$ cat src/hdl/tcs_map.svh
// timing constants and cycle count macros for the transceiver control sequencer
`ifndef TCS_MAP_SVH
`define TCS_MAP_SVH
`define TCS_CLK_HZ            20000000
`define TCS_T_OFF_US          100
`define TCS_T_ON_MS           2
`define TCS_T_2W_MS           300
`define TCS_T_START_MS        300
`define TCS_T_START_COOL_S    90
`define TCS_T_PL2_MS          300
`define TCS_T_PDN_MS          300
`define TCS_T_FLT_MS          1
`define TCS_T_FLT_COOL_MS     50
`define TCS_T_RESET_US        10
`define TCS_T_RS_FC_US        500
`define TCS_T_RS_MS           24
`define TCS_T_LOS_US          100
// cycle counts: max and min times alike scale by integer division, which rounds down
`define TCS_CYC_OFF   ((`TCS_T_OFF_US*(`TCS_CLK_HZ/1000000)))
`define TCS_CYC_RESET ((`TCS_T_RESET_US*(`TCS_CLK_HZ/1000000)))
`define TCS_CYC_LOS   ((`TCS_T_LOS_US*(`TCS_CLK_HZ/1000000)))
`define TCS_CYC_US(x) ((x)*(`TCS_CLK_HZ/1000000))
`define TCS_CYC_MS(x) ((x)*(`TCS_CLK_HZ/1000))
`define TCS_CYC_S(x)  ((x)*`TCS_CLK_HZ)
`define TCS_CNT_W     32
`endif

$ cat src/hdl/tcs_pkg.sv
// types for the transceiver control sequencer
`default_nettype none
package tcs_pkg;
  typedef enum logic [2:0] {
    TCS_ST_INIT    = 3'b000,
    TCS_ST_RUN     = 3'b001,
    TCS_ST_OFF     = 3'b010,
    TCS_ST_FAULT   = 3'b011,
    TCS_ST_RECOVER = 3'b100,
    TCS_ST_PWRCHG  = 3'b101
  } tcs_state_t;

  typedef struct packed {
    logic laser_off;
    logic rate_select_low_bit;
    logic rate_select_high_bit;
    logic laser_fault_event;
    logic rx_light_lost;
  } tcs_pins_t;

  typedef struct packed {
    logic laser_enable;
    logic laser_fault;
    logic lost_light;
    logic mgmt_ready;
    logic operational;
    logic high_power_level;
    logic rate_stable;
  } tcs_status_t;
endpackage
`default_nettype wire

$ cat src/hdl/tcs_seq.sv
// control and status sequencer of the pluggable transceiver
`default_nettype none
`include "tcs_map.svh"
module tcs_seq
  import tcs_pkg::*;
#(
  parameter logic [31:0] START_CYC = `TCS_CYC_MS(`TCS_T_START_MS),
  parameter logic [31:0] START_COOL_CYC = `TCS_CYC_S(`TCS_T_START_COOL_S),
  // related bounds scale from one count, so a short run needs few overrides
  parameter logic [31:0] MGMT_CYC  =
    START_CYC * `TCS_T_2W_MS / `TCS_T_START_MS,
  parameter logic [31:0] PL2_CYC   =
    START_CYC * `TCS_T_PL2_MS / `TCS_T_START_MS,
  parameter logic [31:0] PDN_CYC   =
    START_CYC * `TCS_T_PDN_MS / `TCS_T_START_MS,
  parameter logic [31:0] ON_CYC    = `TCS_CYC_MS(`TCS_T_ON_MS),
  parameter logic [31:0] FLT_CYC   = `TCS_CYC_MS(`TCS_T_FLT_MS),
  parameter logic [31:0] FLT_COOL_CYC =
    FLT_CYC * `TCS_T_FLT_COOL_MS / `TCS_T_FLT_MS,
  parameter logic [31:0] RS_FC_CYC = `TCS_CYC_US(`TCS_T_RS_FC_US),
  parameter logic [31:0] RS_CYC    =
    RS_FC_CYC * (`TCS_T_RS_MS * 1000) / `TCS_T_RS_FC_US
) (
  input  wire logic        core_clk,        // 20 MHz clock
  input  wire logic        resetn,          // sync reset, active low
  input  wire tcs_pins_t   pins_in,         // asynchronous pin inputs
  input  wire logic        cooled,          // variant strap
  input  wire logic        fc_mode,         // fibre channel rate timing
  input  wire logic        hpl_write,       // stop of level write, pulse
  input  wire logic        hpl_value,       // level written: 1 = high
  output tcs_status_t      status           // registered outputs
);
  localparam logic [31:0] RESET_CYC = `TCS_CYC_RESET;
  localparam logic [31:0] LOS_CYC   = `TCS_CYC_LOS;

  tcs_pins_t   sync1_reg;
  tcs_pins_t   sync2_reg;
  tcs_pins_t   prev_reg;
  tcs_state_t  state_reg;
  tcs_state_t  state_next;
  logic [31:0] tmr_reg;
  logic [31:0] tmr_next;
  logic [31:0] mgmt_reg;
  logic [31:0] hold_reg;
  logic [31:0] flt_reg;
  logic [31:0] rs_reg;
  logic [31:0] los_reg;
  logic        cooled_reg;
  logic        fault_seen_reg;
  tcs_status_t status_reg;
  tcs_status_t status_next;

  // the first stage feeds only the second
  always_ff @(posedge core_clk) begin
    if (!resetn) begin
      sync1_reg <= '0;
      sync2_reg <= '0;
      prev_reg  <= '0;
    end else begin
      sync1_reg <= pins_in;
      sync2_reg <= sync1_reg;
      prev_reg  <= sync2_reg;
    end
  end

  wire logic off_now  = sync2_reg.laser_off;
  wire logic off_fall = prev_reg.laser_off & ~off_now;
  wire logic rs_chg   = (sync2_reg.rate_select_low_bit !=
                         prev_reg.rate_select_low_bit) |
                        (sync2_reg.rate_select_high_bit !=
                         prev_reg.rate_select_high_bit);
  wire logic [31:0] start_lim = cooled_reg ? START_COOL_CYC : START_CYC;
  wire logic [31:0] flt_lim   = cooled_reg ? FLT_COOL_CYC : FLT_CYC;
  wire logic [31:0] rs_lim    = fc_mode ? RS_FC_CYC : RS_CYC;
  wire logic [31:0] pl2_lim   = cooled_reg ? START_COOL_CYC : PL2_CYC;
  wire logic [31:0] pwr_lim   = status_reg.high_power_level ? pl2_lim
                                                            : PDN_CYC;
  wire logic tmr_done = (tmr_reg >= start_lim);
  wire logic reset_ok = (hold_reg >= RESET_CYC);
  // fault counted while active; fixed half of the bound keeps margin
  wire logic flt_fire = (flt_reg >= (flt_lim >> 1));
  wire logic pwr_done = (tmr_reg >= (pwr_lim >> 1));
  wire logic on_done  = (tmr_reg >= (ON_CYC >> 1));
  wire logic los_flip = (los_reg >= (LOS_CYC >> 1));

  // sequencer: start-up, run, off, fault latch, recovery, level change
  always_comb begin
    state_next = state_reg;
    tmr_next   = tmr_reg + 32'h00000001;
    unique case (state_reg)
      TCS_ST_INIT, TCS_ST_RECOVER: begin
        if (off_now) begin
          tmr_next = '0;
        end else if ((tmr_reg >= (start_lim >> 1)) && tmr_done == 1'b0) begin
          state_next = TCS_ST_RUN;
          tmr_next   = '0;
        end else if (tmr_reg >= (start_lim >> 1)) begin
          state_next = TCS_ST_RUN;
          tmr_next   = '0;
        end
      end
      TCS_ST_RUN: begin
        tmr_next = '0;
        if (off_now) begin
          state_next = TCS_ST_OFF;
        end else if (hpl_write &&
                     (hpl_value != status_reg.high_power_level)) begin
          state_next = TCS_ST_PWRCHG;
        end
      end
      TCS_ST_OFF: begin
        if (off_now) begin
          tmr_next = '0;
        end else if (on_done) begin
          state_next = TCS_ST_RUN;
          tmr_next   = '0;
        end
      end
      TCS_ST_PWRCHG: begin
        if (off_now) begin
          state_next = TCS_ST_OFF;
          tmr_next   = '0;
        end else if (pwr_done) begin
          state_next = TCS_ST_RUN;
          tmr_next   = '0;
        end
      end
      TCS_ST_FAULT: begin
        tmr_next = '0;
        if (off_fall && reset_ok) begin
          state_next = TCS_ST_RECOVER;
        end
      end
      default: begin
        state_next = TCS_ST_INIT;
        tmr_next   = '0;
      end
    endcase
    if (flt_fire && state_reg != TCS_ST_FAULT) begin
      state_next = TCS_ST_FAULT;
      tmr_next   = '0;
    end
  end

  always_comb begin
    status_next = status_reg;
    status_next.laser_enable = (state_next == TCS_ST_RUN) ||
                               (state_next == TCS_ST_PWRCHG);
    status_next.laser_fault  = (state_next == TCS_ST_FAULT);
    status_next.operational  = (state_next == TCS_ST_RUN);
    status_next.mgmt_ready   = status_reg.mgmt_ready |
                               (mgmt_reg >= (MGMT_CYC >> 1));
    status_next.rate_stable  = (rs_reg >= (rs_lim >> 1));
    if (state_reg == TCS_ST_RUN && state_next == TCS_ST_PWRCHG) begin
      status_next.high_power_level = hpl_value;
    end
    if (los_flip) begin
      status_next.lost_light = sync2_reg.rx_light_lost;
    end
  end

  always_ff @(posedge core_clk) begin
    if (!resetn) begin
      state_reg  <= TCS_ST_INIT;
      tmr_reg    <= '0;
      status_reg <= '0;
    end else begin
      state_reg  <= state_next;
      tmr_reg    <= tmr_next;
      status_reg <= status_next;
    end
  end

  // strap caught after reset release, not by the reset itself
  always_ff @(posedge core_clk) begin
    if (!resetn) begin
      fault_seen_reg <= 1'b0;
      cooled_reg     <= 1'b0;
    end else if (!fault_seen_reg) begin
      fault_seen_reg <= 1'b1;
      cooled_reg     <= cooled;
    end
  end

  always_ff @(posedge core_clk) begin
    if (!resetn) begin
      mgmt_reg <= '0;
      hold_reg <= '0;
      flt_reg  <= '0;
      rs_reg   <= '0;
      los_reg  <= '0;
    end else begin
      mgmt_reg <= status_reg.mgmt_ready ? mgmt_reg : mgmt_reg + 32'h1;
      hold_reg <= off_now ? ((hold_reg == 32'hFFFFFFFF) ? hold_reg
                                                        : hold_reg + 32'h1)
                          : '0;
      flt_reg  <= (sync2_reg.laser_fault_event &&
                   state_reg != TCS_ST_FAULT) ? flt_reg + 32'h1 : '0;
      rs_reg   <= rs_chg ? '0 : (status_reg.rate_stable ? rs_reg
                                                        : rs_reg + 32'h1);
      los_reg  <= (sync2_reg.rx_light_lost == status_reg.lost_light ||
                   los_flip) ? '0 : los_reg + 32'h1;
    end
  end

  assign status = status_reg;
endmodule
`default_nettype wire

$ cat config.mk
export PLATFORM = sky130hd
export DESIGN_NAME = tcs_seq
export DESIGN_NICKNAME = d
export VERILOG_FILES = /design/src/hdl/tcs_pkg.sv /design/src/hdl/tcs_seq.sv
export VERILOG_INCLUDE_DIRS = /design/src /design/src/hdl
export SDC_FILE = /design/constraint.sdc
export NUM_CORES = 1
export LEC_CHECK = 0
export BUFFER_PORTS_ARGS = -buffer_cell sky130_fd_sc_hd__buf_2
export CORE_MARGIN = 2
export CORE_UTILIZATION = 50
export CTS_CLUSTER_DIAMETER = 120
export DETAILED_ROUTE_END_ITERATION = 7
export GPL_TIMING_DRIVEN = 0
export PLACE_DENSITY = 0.71
export SYNTH_ARGS = -nofsm -noshare
export SYNTH_HDL_FRONTEND = slang
export SYNTH_SLANG_ARGS = --single-unit
$ cat constraint.sdc
create_clock -name core_clk -period 4.7 [get_ports core_clk]
set_clock_uncertainty 0.15 [all_clocks]
set_input_delay 0.94 -clock core_clk [delete_from_list [all_inputs] [get_ports core_clk]]
set_output_delay 0.94 -clock core_clk [all_outputs]
set_load 0.005 [all_outputs]
[After elaboration in Yosys (flattened, before gate mapping)]
Index checks and enable logic that the tools add are counted.
Storage, ports and cells
  flip-flop bits (word level): 217
  output and inout port bits: 7
Cells by class
  bitwise gates (word level): 6
  reduce and logical (&&, ||, !) cells: 15
  magnitude comparators: 9
  eq/ne operators: 14
  muxes and demuxes: 25
  add/subtract/negate cells: 6
Operator list (count)
  $mux 32: 7
  $add 32x1->32 const B: 6
  $pmux 32 s3: 1
  $ge 32x30->1: 2
  $mux 31: 2
  $mux 3: 11
  $eq 32x32->1 const B: 1
  $ge 32x10->1 const B: 1
  $ge 32x15->1 const B: 1
  $ge 32x18->1: 1
  $ge 32x19->1: 1
  $ge 32x22->1 const B: 1
  $ge 32x31->1: 1
  $ge 32x8->1 const B: 1
  $mux 20: 1
  $mux 19: 1
  $pmux 3 s5: 1
  $eq 3x2->1 const B: 3
  $eq 3x3->1 const B: 3
  $reduce_or 2->1: 4
  $eq 3x1->1 const B: 2
  $logic_and 1x1->1: 6
  $reduce_and 2->1: 2
  $logic_not 3->1: 1
  other kinds (8): 14

[Depth between registers and ports, before layout]
Gate-level depths: netlist of the first run.
  depth in word-level cells: 10
  mapped depth: 10
  depth with buffers taken out: 9

[Worst setup path before layout of the first run]
No wires, ideal clock.
  path type: reg-to-reg
  start: reg cooled_reg
  end: reg tmr_reg[22]
  stages on the path, launching flop included: 10
  library setup time: 0.142 ns
  buffers on the path: 1
  data required time: 4.408 ns
  arrival time: 2.616 ns
  path slack: 1.792 ns
  path through: dfxtp_1 > inv_1 > ha_1 > nor4bb_1 > and4_1 > o2111ai_1 > and3_2 > a221oi_4 > buf_6 > nor4_2
On the way
  cells in the longest elaborated chain, start to end: 7
  elaborated cells on any way between the ends: 17
RTL lines
  from (decl): line tcs_seq.sv:48  | logic cooled_reg;
  from (signal assigned): line tcs_seq.sv:181  | cooled_reg <= cooled;
  $mux 31: line tcs_seq.sv:72, tcs_seq.sv:75
  $ge 32x31->1: line tcs_seq.sv:78  | wire logic tmr_done = (tmr_reg >= start_lim);
  $not 1->1: line tcs_seq.sv:94  | end else if ((tmr_reg >= (start_lim >> 1)) && tmr_done == 1'b0) begin
  $logic_and 1x1->1: line tcs_seq.sv:94
  $mux 32: line tcs_seq.sv:94
  $mux 32: line tcs_seq.sv:92  | if (off_now) begin
  $pmux 32 s3: line tcs_seq.sv:90  | unique case (state_reg)
  to (signal assigned): line tcs_seq.sv:169  | tmr_reg <= tmr_next;
  to (decl): line tcs_seq.sv:41  | logic [31:0] tmr_reg;
Parallel ways exist; a longest one is shown, timed or not.
A chain may end at the register's enable or synchronous reset.

[Worst setup path in the final report of the first run]
  start: reg cooled_reg
  end: reg tmr_reg[19]
Same word-level chain as after synthesis.

==> results of run 1 <==
Yosys cell counts, drive strengths merged, types with 2 or more instances:
cell | instances | area share (%)
a21oi | 29 | 1.4
a31oi | 3 | 0.18
xnor2 | 70 | 5.8
nand3 | 50 | 2.4
nor3 | 25 | 1.2
o21a | 7 | 0.50
xor2 | 75 | 6.2
or4 | 2 | 0.14
a211oi | 3 | 0.26
mux2i | 5 | 0.48
and4b | 2 | 0.19
inv | 39 | 1.4
nand2b | 3 | 0.18
buf | 13 | 1.1
ha | 53 | 6.3
nor4b | 4 | 0.45
and2 | 45 | 2.7
nand2 | 77 | 2.8
o31a | 2 | 0.17
a21boi | 10 | 0.71
nand4b | 3 | 0.25
a21o | 2 | 0.14
nor3b | 3 | 0.21
or2 | 3 | 0.18
nand3b | 2 | 0.14
or3 | 21 | 1.2
o21ai | 39 | 1.9
o211ai | 3 | 0.21
and4 | 16 | 1.3
nor2b | 10 | 0.59
o22ai | 2 | 0.12
clkbuf | 21 | 0.75
dfxtp | 217 | 41
nand4 | 49 | 3.0
nor2 | 149 | 5.3
nor4 | 59 | 5.4
and3 | 27 | 1.6
o2111ai | 4 | 0.33
per-layer routing:
layer	part of all wire [%]	vias to the layer above	global-route usage, %
li1	-	4172	-
met3	3.2	30	2.94
met1	49	3754	25.0
met2	46	86	32.1
met5	0	-	0
met4	2.0	0	4.43
worst max-delay path, cell delays in order (launching register included):
cell       delay (ps)
dfxtp_1           690
inv_1             490
ha_1              420
nand4bb_1         110
a21oi_1           180
o2111ai_1         170
a21oi_1           330
nand2b_1          160
buf_4             160
buf_1             560
nor4_2            110
logic make-up (layout without fill, tap and decap cells):
family | after synthesis | count (layout)
AO/OA/AOI/OAI | 110 | 110
buffers and inverters | 74 | 134
XOR/XNOR | 145 | 145
flip-flops | 217 | 217
adder cells (fa/ha/maj) | 54 | 54
multiplexers | 6 | 6
AND/OR/NAND/NOR | 555 | 555
other | 1 | 23
path summary, 6_finish.rpt:
check                           slack, ps                     end                     from
worst max-delay path                 1010  tmr_reg[19]$_SDFF_PP0_  cooled_reg$_SDFFE_PN0N_
worst min-delay path                  290      off_now$_SDFF_PN0_  sync1_reg[4]$_SDFF_PN0_
worst max register to register       1010  tmr_reg[19]$_SDFF_PP0_  cooled_reg$_SDFFE_PN0N_
worst min register to register        290      off_now$_SDFF_PN0_  sync1_reg[4]$_SDFF_PN0_
area by class of cell:
type / instances / area [um^2]
Buffer: 35 / 206
Clock buffer: 32 / 702
Clock inverter: 11 / 214
Fill cell: 1859 / 8870
Inverter: 39 / 146
Multi-Input combinational cell: 893 / 5910
Sequential cell: 217 / 4340
Tap cell: 275 / 344
Timing Repair Buffer: 17 / 85.1
where the power goes:
part | switching [W] | internal (W) | leakage [nW]
registers | 0.0000158 | 0.00187 | 1.76
logic | 0.0000981 | 0.0000525 | 2.09
clock network | 0.000744 | 0.00138 | 0.443
total | 0.000858 | 0.00329 | 4.29
placed cells by master (no fill, tap or decap), types with 6 or more instances in the layout:
cell	synthesis	final
xnor2_1	70	70
clkbuf_1	21	23
and2_1	45	45
a21oi_1	29	29
clkbuf_16	0	25
nor4_2	32	32
nor4_1	27	27
nor3_1	24	24
or3_1	21	21
dfxtp_1	217	217
nand4_1	48	48
nand2_1	76	76
inv_1	39	39
conb_1	1	23
buf_2	1	18
and3_1	26	26
o21ai_0	39	39
a21boi_0	8	8
nor2_1	149	149
buf_6	8	8
o21a_1	7	7
nand3_1	50	50
nor2b_1	10	10
and4_1	16	16
bufinv_16	0	6
ha_1	53	53
xor2_1	75	75
metrics by stage:
| step | instance area (um^2) | setup WS (ps) | util (%) | instances | hold WS, ps |
|---|---|---|---|---|---|
| after global routing | 12000 | 768 | 57.4 | 1519 | 297 |
| after global placement | 11000 | 1040 | 53.0 | 1476 | 264 |
| after CTS | 12000 | 1050 | 57.4 | 1519 | 287 |
| final | 12000 | 1010 | 57.4 | 1519 | 285 |
| after detailed placement | 11000 | 1060 | 53.0 | 1476 | 271 |
| after floorplan | 10600 | 1790 | - | 1184 | 262 |
==> impl_metrics.toml, run 1 <==
[place]
hpwl_um = 14200
port-buffer-count = 17
routabilityCongestion = 0.831

[floorplanning]
initial_core_util_pct = 50.6
rows = 53
ioPinCount = 18
fp.dieH_um = 149
core_um2 = 20800
die_area_um2 = 22200
dieWidth_um = 149

[finish]
area_growth_pct = 13.6
drive_gt1_share_pct = 9.16
nets = 1292
antenna_cells = 0

[critical_path]
crit_path_max_fanout = 17
rr_worst_depth = 10
critPathCaptureType = "flop"
crit_type = "flop to flop"
cp-start-kind = "flop"
critPathRequiredTime_ps = 4910
arrival_ps = 3900

[yosys]
synthMuxAreaShare_pct = 0.582
synth-edff-count = 0
synthFlopType = "dfxtp_1"
ys_warn_count = 0
yosys.area_share.xor_xnor_pct = 12.1
synthArstFlopShare_pct = 0
ys_types = 65
synth_top_family_by_area = "simple AND/OR/NAND/NOR gates"
syn_inst = 1162
synthAdderAreaFrac_pct = 6.41
avgSynthCellArea_um2 = 9.06
synth_compound_area_share_pct = 6.52
ys_seq_elements = 217
synth-simple-area-share_pct = 29.8
ys_seq_area_share_pct = 41.3
syn-cell-area_um2 = 10500

[clock_tree]
cts-resized-gates = 0
cts_tree = "built"
cts_sinks = 217
root_buffer = "clkbuf_16"
clk_pin_slew_ps = 60
insertion_delay_ps = 510
h-tree-depth = 1
hold_buffers = 0
cts_made_buffers = 25
ctsLongestPathBuffers = 3
cts_setup_buffers = 0

[sta]
setup_viol = 0
maxSlewViolCount = 0
timing.fmax_mhz = 271
finalCriticalPeriod_ps = 3690
rsz0062_at_grt = "false"
finalHoldViolCount = 0
maxSlewHeadroom_pct = 32.9
setup_tns_ps = 0
worst_pin_slew_ps = 998
finalCritPeriodShare_pct = 78.4

[min_path]
min_path_type = "flop to flop"
whs_path_depth = 1

[global_route]
grt_pass1_wl_um = 35700
track_usage_pct = 18.8
grt_pass1_vias = 7805
grt_max_degree = 18
antenna_found_initial = 0
grt.overflow.total = 0

[route]
remaining_drc_errors = 0
post_drt_wl_per_cell_um = 13.5
vias = 8042
wl_um = 20500
drtAntennaViolNets = 0
first_iter_violations = 364
first_pass_iters = 4
viasPerCell = 5.29

[pwr]
max-vdd-ir-drop_uv = 286
power_w = 0.00415
leakage_nw = 4.29
power.density_nw_per_um2 = 347

[job]
drv_cap = 0

[outcome]
status = "finished, final reports clean"
No activity file was read; power rests on OpenSTA's default activity.
==> run 2, diff against run 1 <==
PLACE_DENSITY = 0.73   (was 0.71)
clock period = 3.05 ns   (was 4.7 ns; I/O delays follow)
==> impl_metrics.toml, run 2 (synthesis results as in run 1) <==
[outcome]
status = "finished, final reports clean"

[floorplanning]
fp.dieH_um = 149
rows = 53
die_area_um2 = 22200
core_um2 = 20800
ioPinCount = 18
initial_core_util_pct = 50.6
dieWidth_um = 149

[critical_path]
arrival_ps = 3120
setup.worst_path.start = "status[1]$_SDFFE_PN0P_"
rr_worst_depth = 10
crit_slowest_cell = "dfxtp_2"
ff2ff_setup_slack_ps = 160
critPathRequiredTime_ps = 3280
critPathCaptureType = "flop"
crit_end = "tmr_reg[12]$_SDFF_PP0_"
r2r-start = "status[1]$_SDFFE_PN0P_"
cp.depth = 10
cp_cell_sequence = "nand2_4 > ha_1 > maj3_2 > or3_1 > a31oi_2 > o2111ai_2 > a221oi_4 > buf_4 > buf_6 > nor4_2"
crit_family = "compound AO/OA/AOI/OAI gates"
crit_type = "flop to flop"
cp-start-kind = "flop"
crit_path_max_fanout = 17
crit_path_max_incr_delay_ps = 410
rr_endpoint = "tmr_reg[12]$_SDFF_PP0_"
path_buf_inv = 2

[sta]
rsz0062_at_grt = "false"
finalCriticalPeriod_ps = 2890
worst_pin_slew_ps = 1030
hold_ws_ps = 84.5
maxSlewHeadroom_pct = 30.7
finalHoldViolCount = 0
setup_viol = 0
finalCritPeriodShare_pct = 94.8
setup_tns_ps = 0
maxSlewViolCount = 0
timing.fmax_mhz = 346

[clock_tree]
hold_buffers = 0
root_buffer = "clkbuf_16"
ctsLongestPathBuffers = 3
cts_made_buffers = 24
cts_tree = "built"
h-tree-depth = 1
clk_pin_slew_ps = 60
cts_sinks = 217
insertion_delay_ps = 520

[finish]
antenna_cells = 0
final_common_cell = "dfxtp_1"
drive_gt1_share_pct = 10.5
layout_common_cells = "dfxtp_1 (215), nor2_1 (149), nand2_1 (76)"
nets = 1299
fin_cells = 1528
finalCoreUtilization_pct = 57.5
fillers = 1850
area_growth_pct = 13.7
finalInstanceArea_um2 = 12000

[route]
vias = 8083
wl_um = 20400
first_pass_iters = 5
post_drt_wl_per_cell_um = 13.4
drtAntennaViolNets = 0
remaining_drc_errors = 0
viasPerCell = 5.29
first_iter_violations = 412

[global_route]
grt.overflow.total = 0
use_met3_pct = 2.69
antenna_found_initial = 0
grt_max_degree = 18
grt-busiest-layer = "met2"
grt_pass1_wl_um = 35500
track_usage_pct = 18.8
use_met1_pct = 25.1
use_met2_pct = 31.8
grt_pass1_vias = 7714

[pwr]
leakage_nw = 4.29
max-vdd-ir-drop_uv = 461
power.density_nw_per_um2 = 512

[place]
routabilityCongestion = 0.810
port-buffer-count = 17
dpl_cell_area_um2 = 11000
hpwl_um = 14100
post-place-cells = 1476

[job]
drv_cap = 0

[min_path]
min_path_type = "input port to flop"
==> run 2: worst reg2reg max path: cells and delay by family, from the launching register on <==
kind	cells	cell delay, ps
compound gates	3	790
fa+ha+maj	2	530
buf+inv	2	330
flops	1	410
simple gates	3	550
==> run 2: power by group <==
part	internal (W)	switching, W	leakage [nW]
registers	0.00287	0.0000225	1.76
logic	0.0000928	0.000157	2.13
clock network	0.00182	0.00116	0.403
total	0.00479	0.00134	4.29
==> run 2: how the worst min path moves through the flow <==
| stage | cells past startpoint | end | startpoint | slack [ps] |
|---|---|---|---|---|
| floorplan | 1 | off_now$_SDFF_PN0_ | sync1_reg[4]$_SDFF_PN0_ | 260 |
| global placement | 1 | sync2_reg[2]$_SDFF_PN0_ | sync1_reg[2]$_SDFF_PN0_ | 260 |
| detailed placement | 1 | sync2_reg[3]$_SDFF_PN0_ | sync1_reg[3]$_SDFF_PN0_ | 270 |
| CTS | 1 | fault_seen_reg$_DFF_P_ | resetn | 70 |
| global route | 1 | fault_seen_reg$_DFF_P_ | resetn | 70 |
| finish | 1 | fault_seen_reg$_DFF_P_ | resetn | 80 |
==> run 2: repair_timing <==
action / 4_1_cts / 5_1_grt
setup endpoints to repair: 36 / 30
buffers inserted: 7 / 0
cloned: 1 / 0
pin swaps: 1 / 3
gates resized for setup: 5 / 8
==> run 2: area by class of cell <==
class | count | area, um^2 | share of cell area, %
sequential | 217 | 4350 | 36.3
inverter | 39 | 150 | 1.25
tap | 275 | 344 | 2.87
buffer | 35 | 209 | 1.75
multi-input combinational | 893 | 5950 | 49.7
clock buffer | 31 | 678 | 5.66
clock inverter | 13 | 148 | 1.23
timing repair buffer | 25 | 143 | 1.19
==> run 2: per-layer routing <==
metal	routed length (um)	vias to the layer above
li1	-	4190
met1	9840	3783
met2	9550	82
met3	634	28
met4	382	0
met5	0	-
==> run 2: metrics by stage <==
| step | total power [W] | setup WS (ps) |
|---|---|---|
| detailed placement | 0.00319 | -587 |
| CTS | 0.00620 | 43.9 |
| finish | 0.00613 | 159 |
| global placement | 0.00319 | -624 |
| floorplan | 0.00312 | 142 |
| global route | 0.00634 | 9.66 |
==> run 3, diff against run 2 <==
CORE_UTILIZATION = 40   (was 50)
PLACE_DENSITY = 0.62   (was 0.73)
==> impl_metrics.toml, run 3 (synthesis results as in run 1) <==
[outcome]
status = "finished, final reports clean"

[place]
port-buffer-count = 17
post-place-cells = 1536
hpwl_um = 14500
routabilityCongestion = 0.770
dpl_worst_slack_ps = -700

[critical_path]
cp_cell_sequence = "clkinvlp_4 > buf_4 > ha_1 > nand4_1 > nor4_2 > a21boi_2 > a31oi_1 > and3_2 > a221oi_4 > buf_6 > buf_6 > nor4_2"
crit_path_max_fanout = 11
arrival_ps = 3150
path_buf_inv = 4
critPathRequiredTime_ps = 3280
cp-start-kind = "flop"
crit_slowest_cell = "dfxtp_4"
critPathCaptureType = "flop"
crit_path_max_incr_delay_ps = 410
crit_family = "simple AND/OR/NAND/NOR gates"
crit_type = "flop to flop"

[sta]
maxSlewHeadroom_pct = 29.1
timing.fmax_mhz = 342
finalCriticalPeriod_ps = 2920
maxSlewViolCount = 0
setup_viol = 0
rsz0062_at_grt = "true"
setup_ws_ps = 126
worst_pin_slew_ps = 1050
finalCritPeriodShare_pct = 95.9
setup_tns_ps = 0
finalHoldViolCount = 0

[floorplanning]
ioPinCount = 18
dieWidth_um = 166
core_um2 = 26000
initial_core_util_pct = 40.5
fp.dieH_um = 166
die_area_um2 = 27600
rows = 59

[route]
wl_um = 20900
first_iter_violations = 544
post_drt_wl_per_cell_um = 13.2
drtAntennaViolNets = 0
remaining_drc_errors = 0
vias = 8010
viasPerCell = 5.05
first_pass_iters = 4

[global_route]
grt_pass1_vias = 7745
antenna_found_initial = 0
grt_max_degree = 18
grt.overflow.total = 0
grt_pass1_wl_um = 36700
track_usage_pct = 15.3

[pwr]
power.density_nw_per_um2 = 506
leakage_nw = 4.29
max-vdd-ir-drop_uv = 397

[clock_tree]
insertion_delay_ps = 530
cts_made_buffers = 25
cts_sinks = 217
cts_tree = "built"
clk_pin_slew_ps = 60
root_buffer = "clkbuf_16"
ctsLongestPathBuffers = 3
h-tree-depth = 1

[job]
drv_cap = 0

[finish]
nets = 1298
area_growth_pct = 14.1
layout_common_cells = "dfxtp_1 (215), nor2_1 (149), nand2_1 (76)"
final_common_cell = "dfxtp_1"
antenna_cells = 0
finalCoreUtilization_pct = 46.2
fillers = 2484
drive_gt1_share_pct = 10.2
fin_cells = 1586

[min_path]
min_path_type = "input port to flop"
==> run 3: changes by cell type in the layout (fill, tap and decap cells not counted), sizes merged <==
cell	change
buf	-2
bufinv	-1
clkbuf	+2
clkinv	+1
clkinvlp	-3
inv	+1
==> run 3: repair_timing <==
item	in CTS	in global routing
pin swaps	1	4
hold buffers	0	0
hold endpoints to repair	0	0
gates resized for setup	4	9
endpoints found under the setup margin	36	32
setup buffers	4	2
==> run 3: where the power goes <==
part           internal (W)  leakage (nW)  switching [W]
registers           0.00287          1.76      0.0000226
clock network       0.00177         0.406        0.00117
logic             0.0000914          2.12       0.000157
==> run 3: final timing paths <==
path	startpoint	to	slack [ps]	cells after the start
min	resetn	fault_seen_reg$_DFF_P_	70	1
max reg2reg	cooled_reg$_SDFFE_PN0N_	tmr_reg[4]$_SDFF_PP0_	130	12
min reg2reg	sync1_reg[2]$_SDFF_PN0_	sync2_reg[2]$_SDFF_PN0_	280	1
max	cooled_reg$_SDFFE_PN0N_	tmr_reg[4]$_SDFF_PP0_	130	12
==> run 3: through the flow <==
step	instance area [um^2]	hold WS [ps]	total power, W
2_1_floorplan	10600	262	0.00312
3_3_place_gp	11100	264	0.00319
3_5_place_dp	11100	269	0.00320
4_1_cts	12000	45.9	0.00618
5_1_grt	12000	60.3	0.00632
6_report	12000	66.0	0.00608
==> run 3: cell type report <==
type                       count  area [um^2]  share of cell area, %
buffer                        35          209                   1.74
clock buffer                  33          696                   5.79
clock inverter                11          113                  0.937
inverter                      39          150                   1.25
multi-input combinational    893         5940                   49.5
sequential                   217         4350                   36.2
tap                          335          419                   3.49
timing repair buffer          23          134                   1.11
==> run 3: routing by layer <==
layer / global-route usage, % / up-vias / wire, um
li1: - / 4189 / -
met3: 2.57 / 32 / 591
met2: 25.3 / 82 / 9370
met4: 4.42 / 0 / 522
met5: 0 / - / 0
met1: 20.7 / 3707 / 10400
==> run 3: worst register-to-register path: stages, from the launching register on <==
cell and delay [ps]:
dfxtp_4 410, clkinvlp_4 100, buf_4 190, ha_1 300
nand4_1 140, nor4_2 350, a21boi_2 210, a31oi_1 40
and3_2 210, a221oi_4 290, buf_6 160, buf_6 170
nor4_2 70
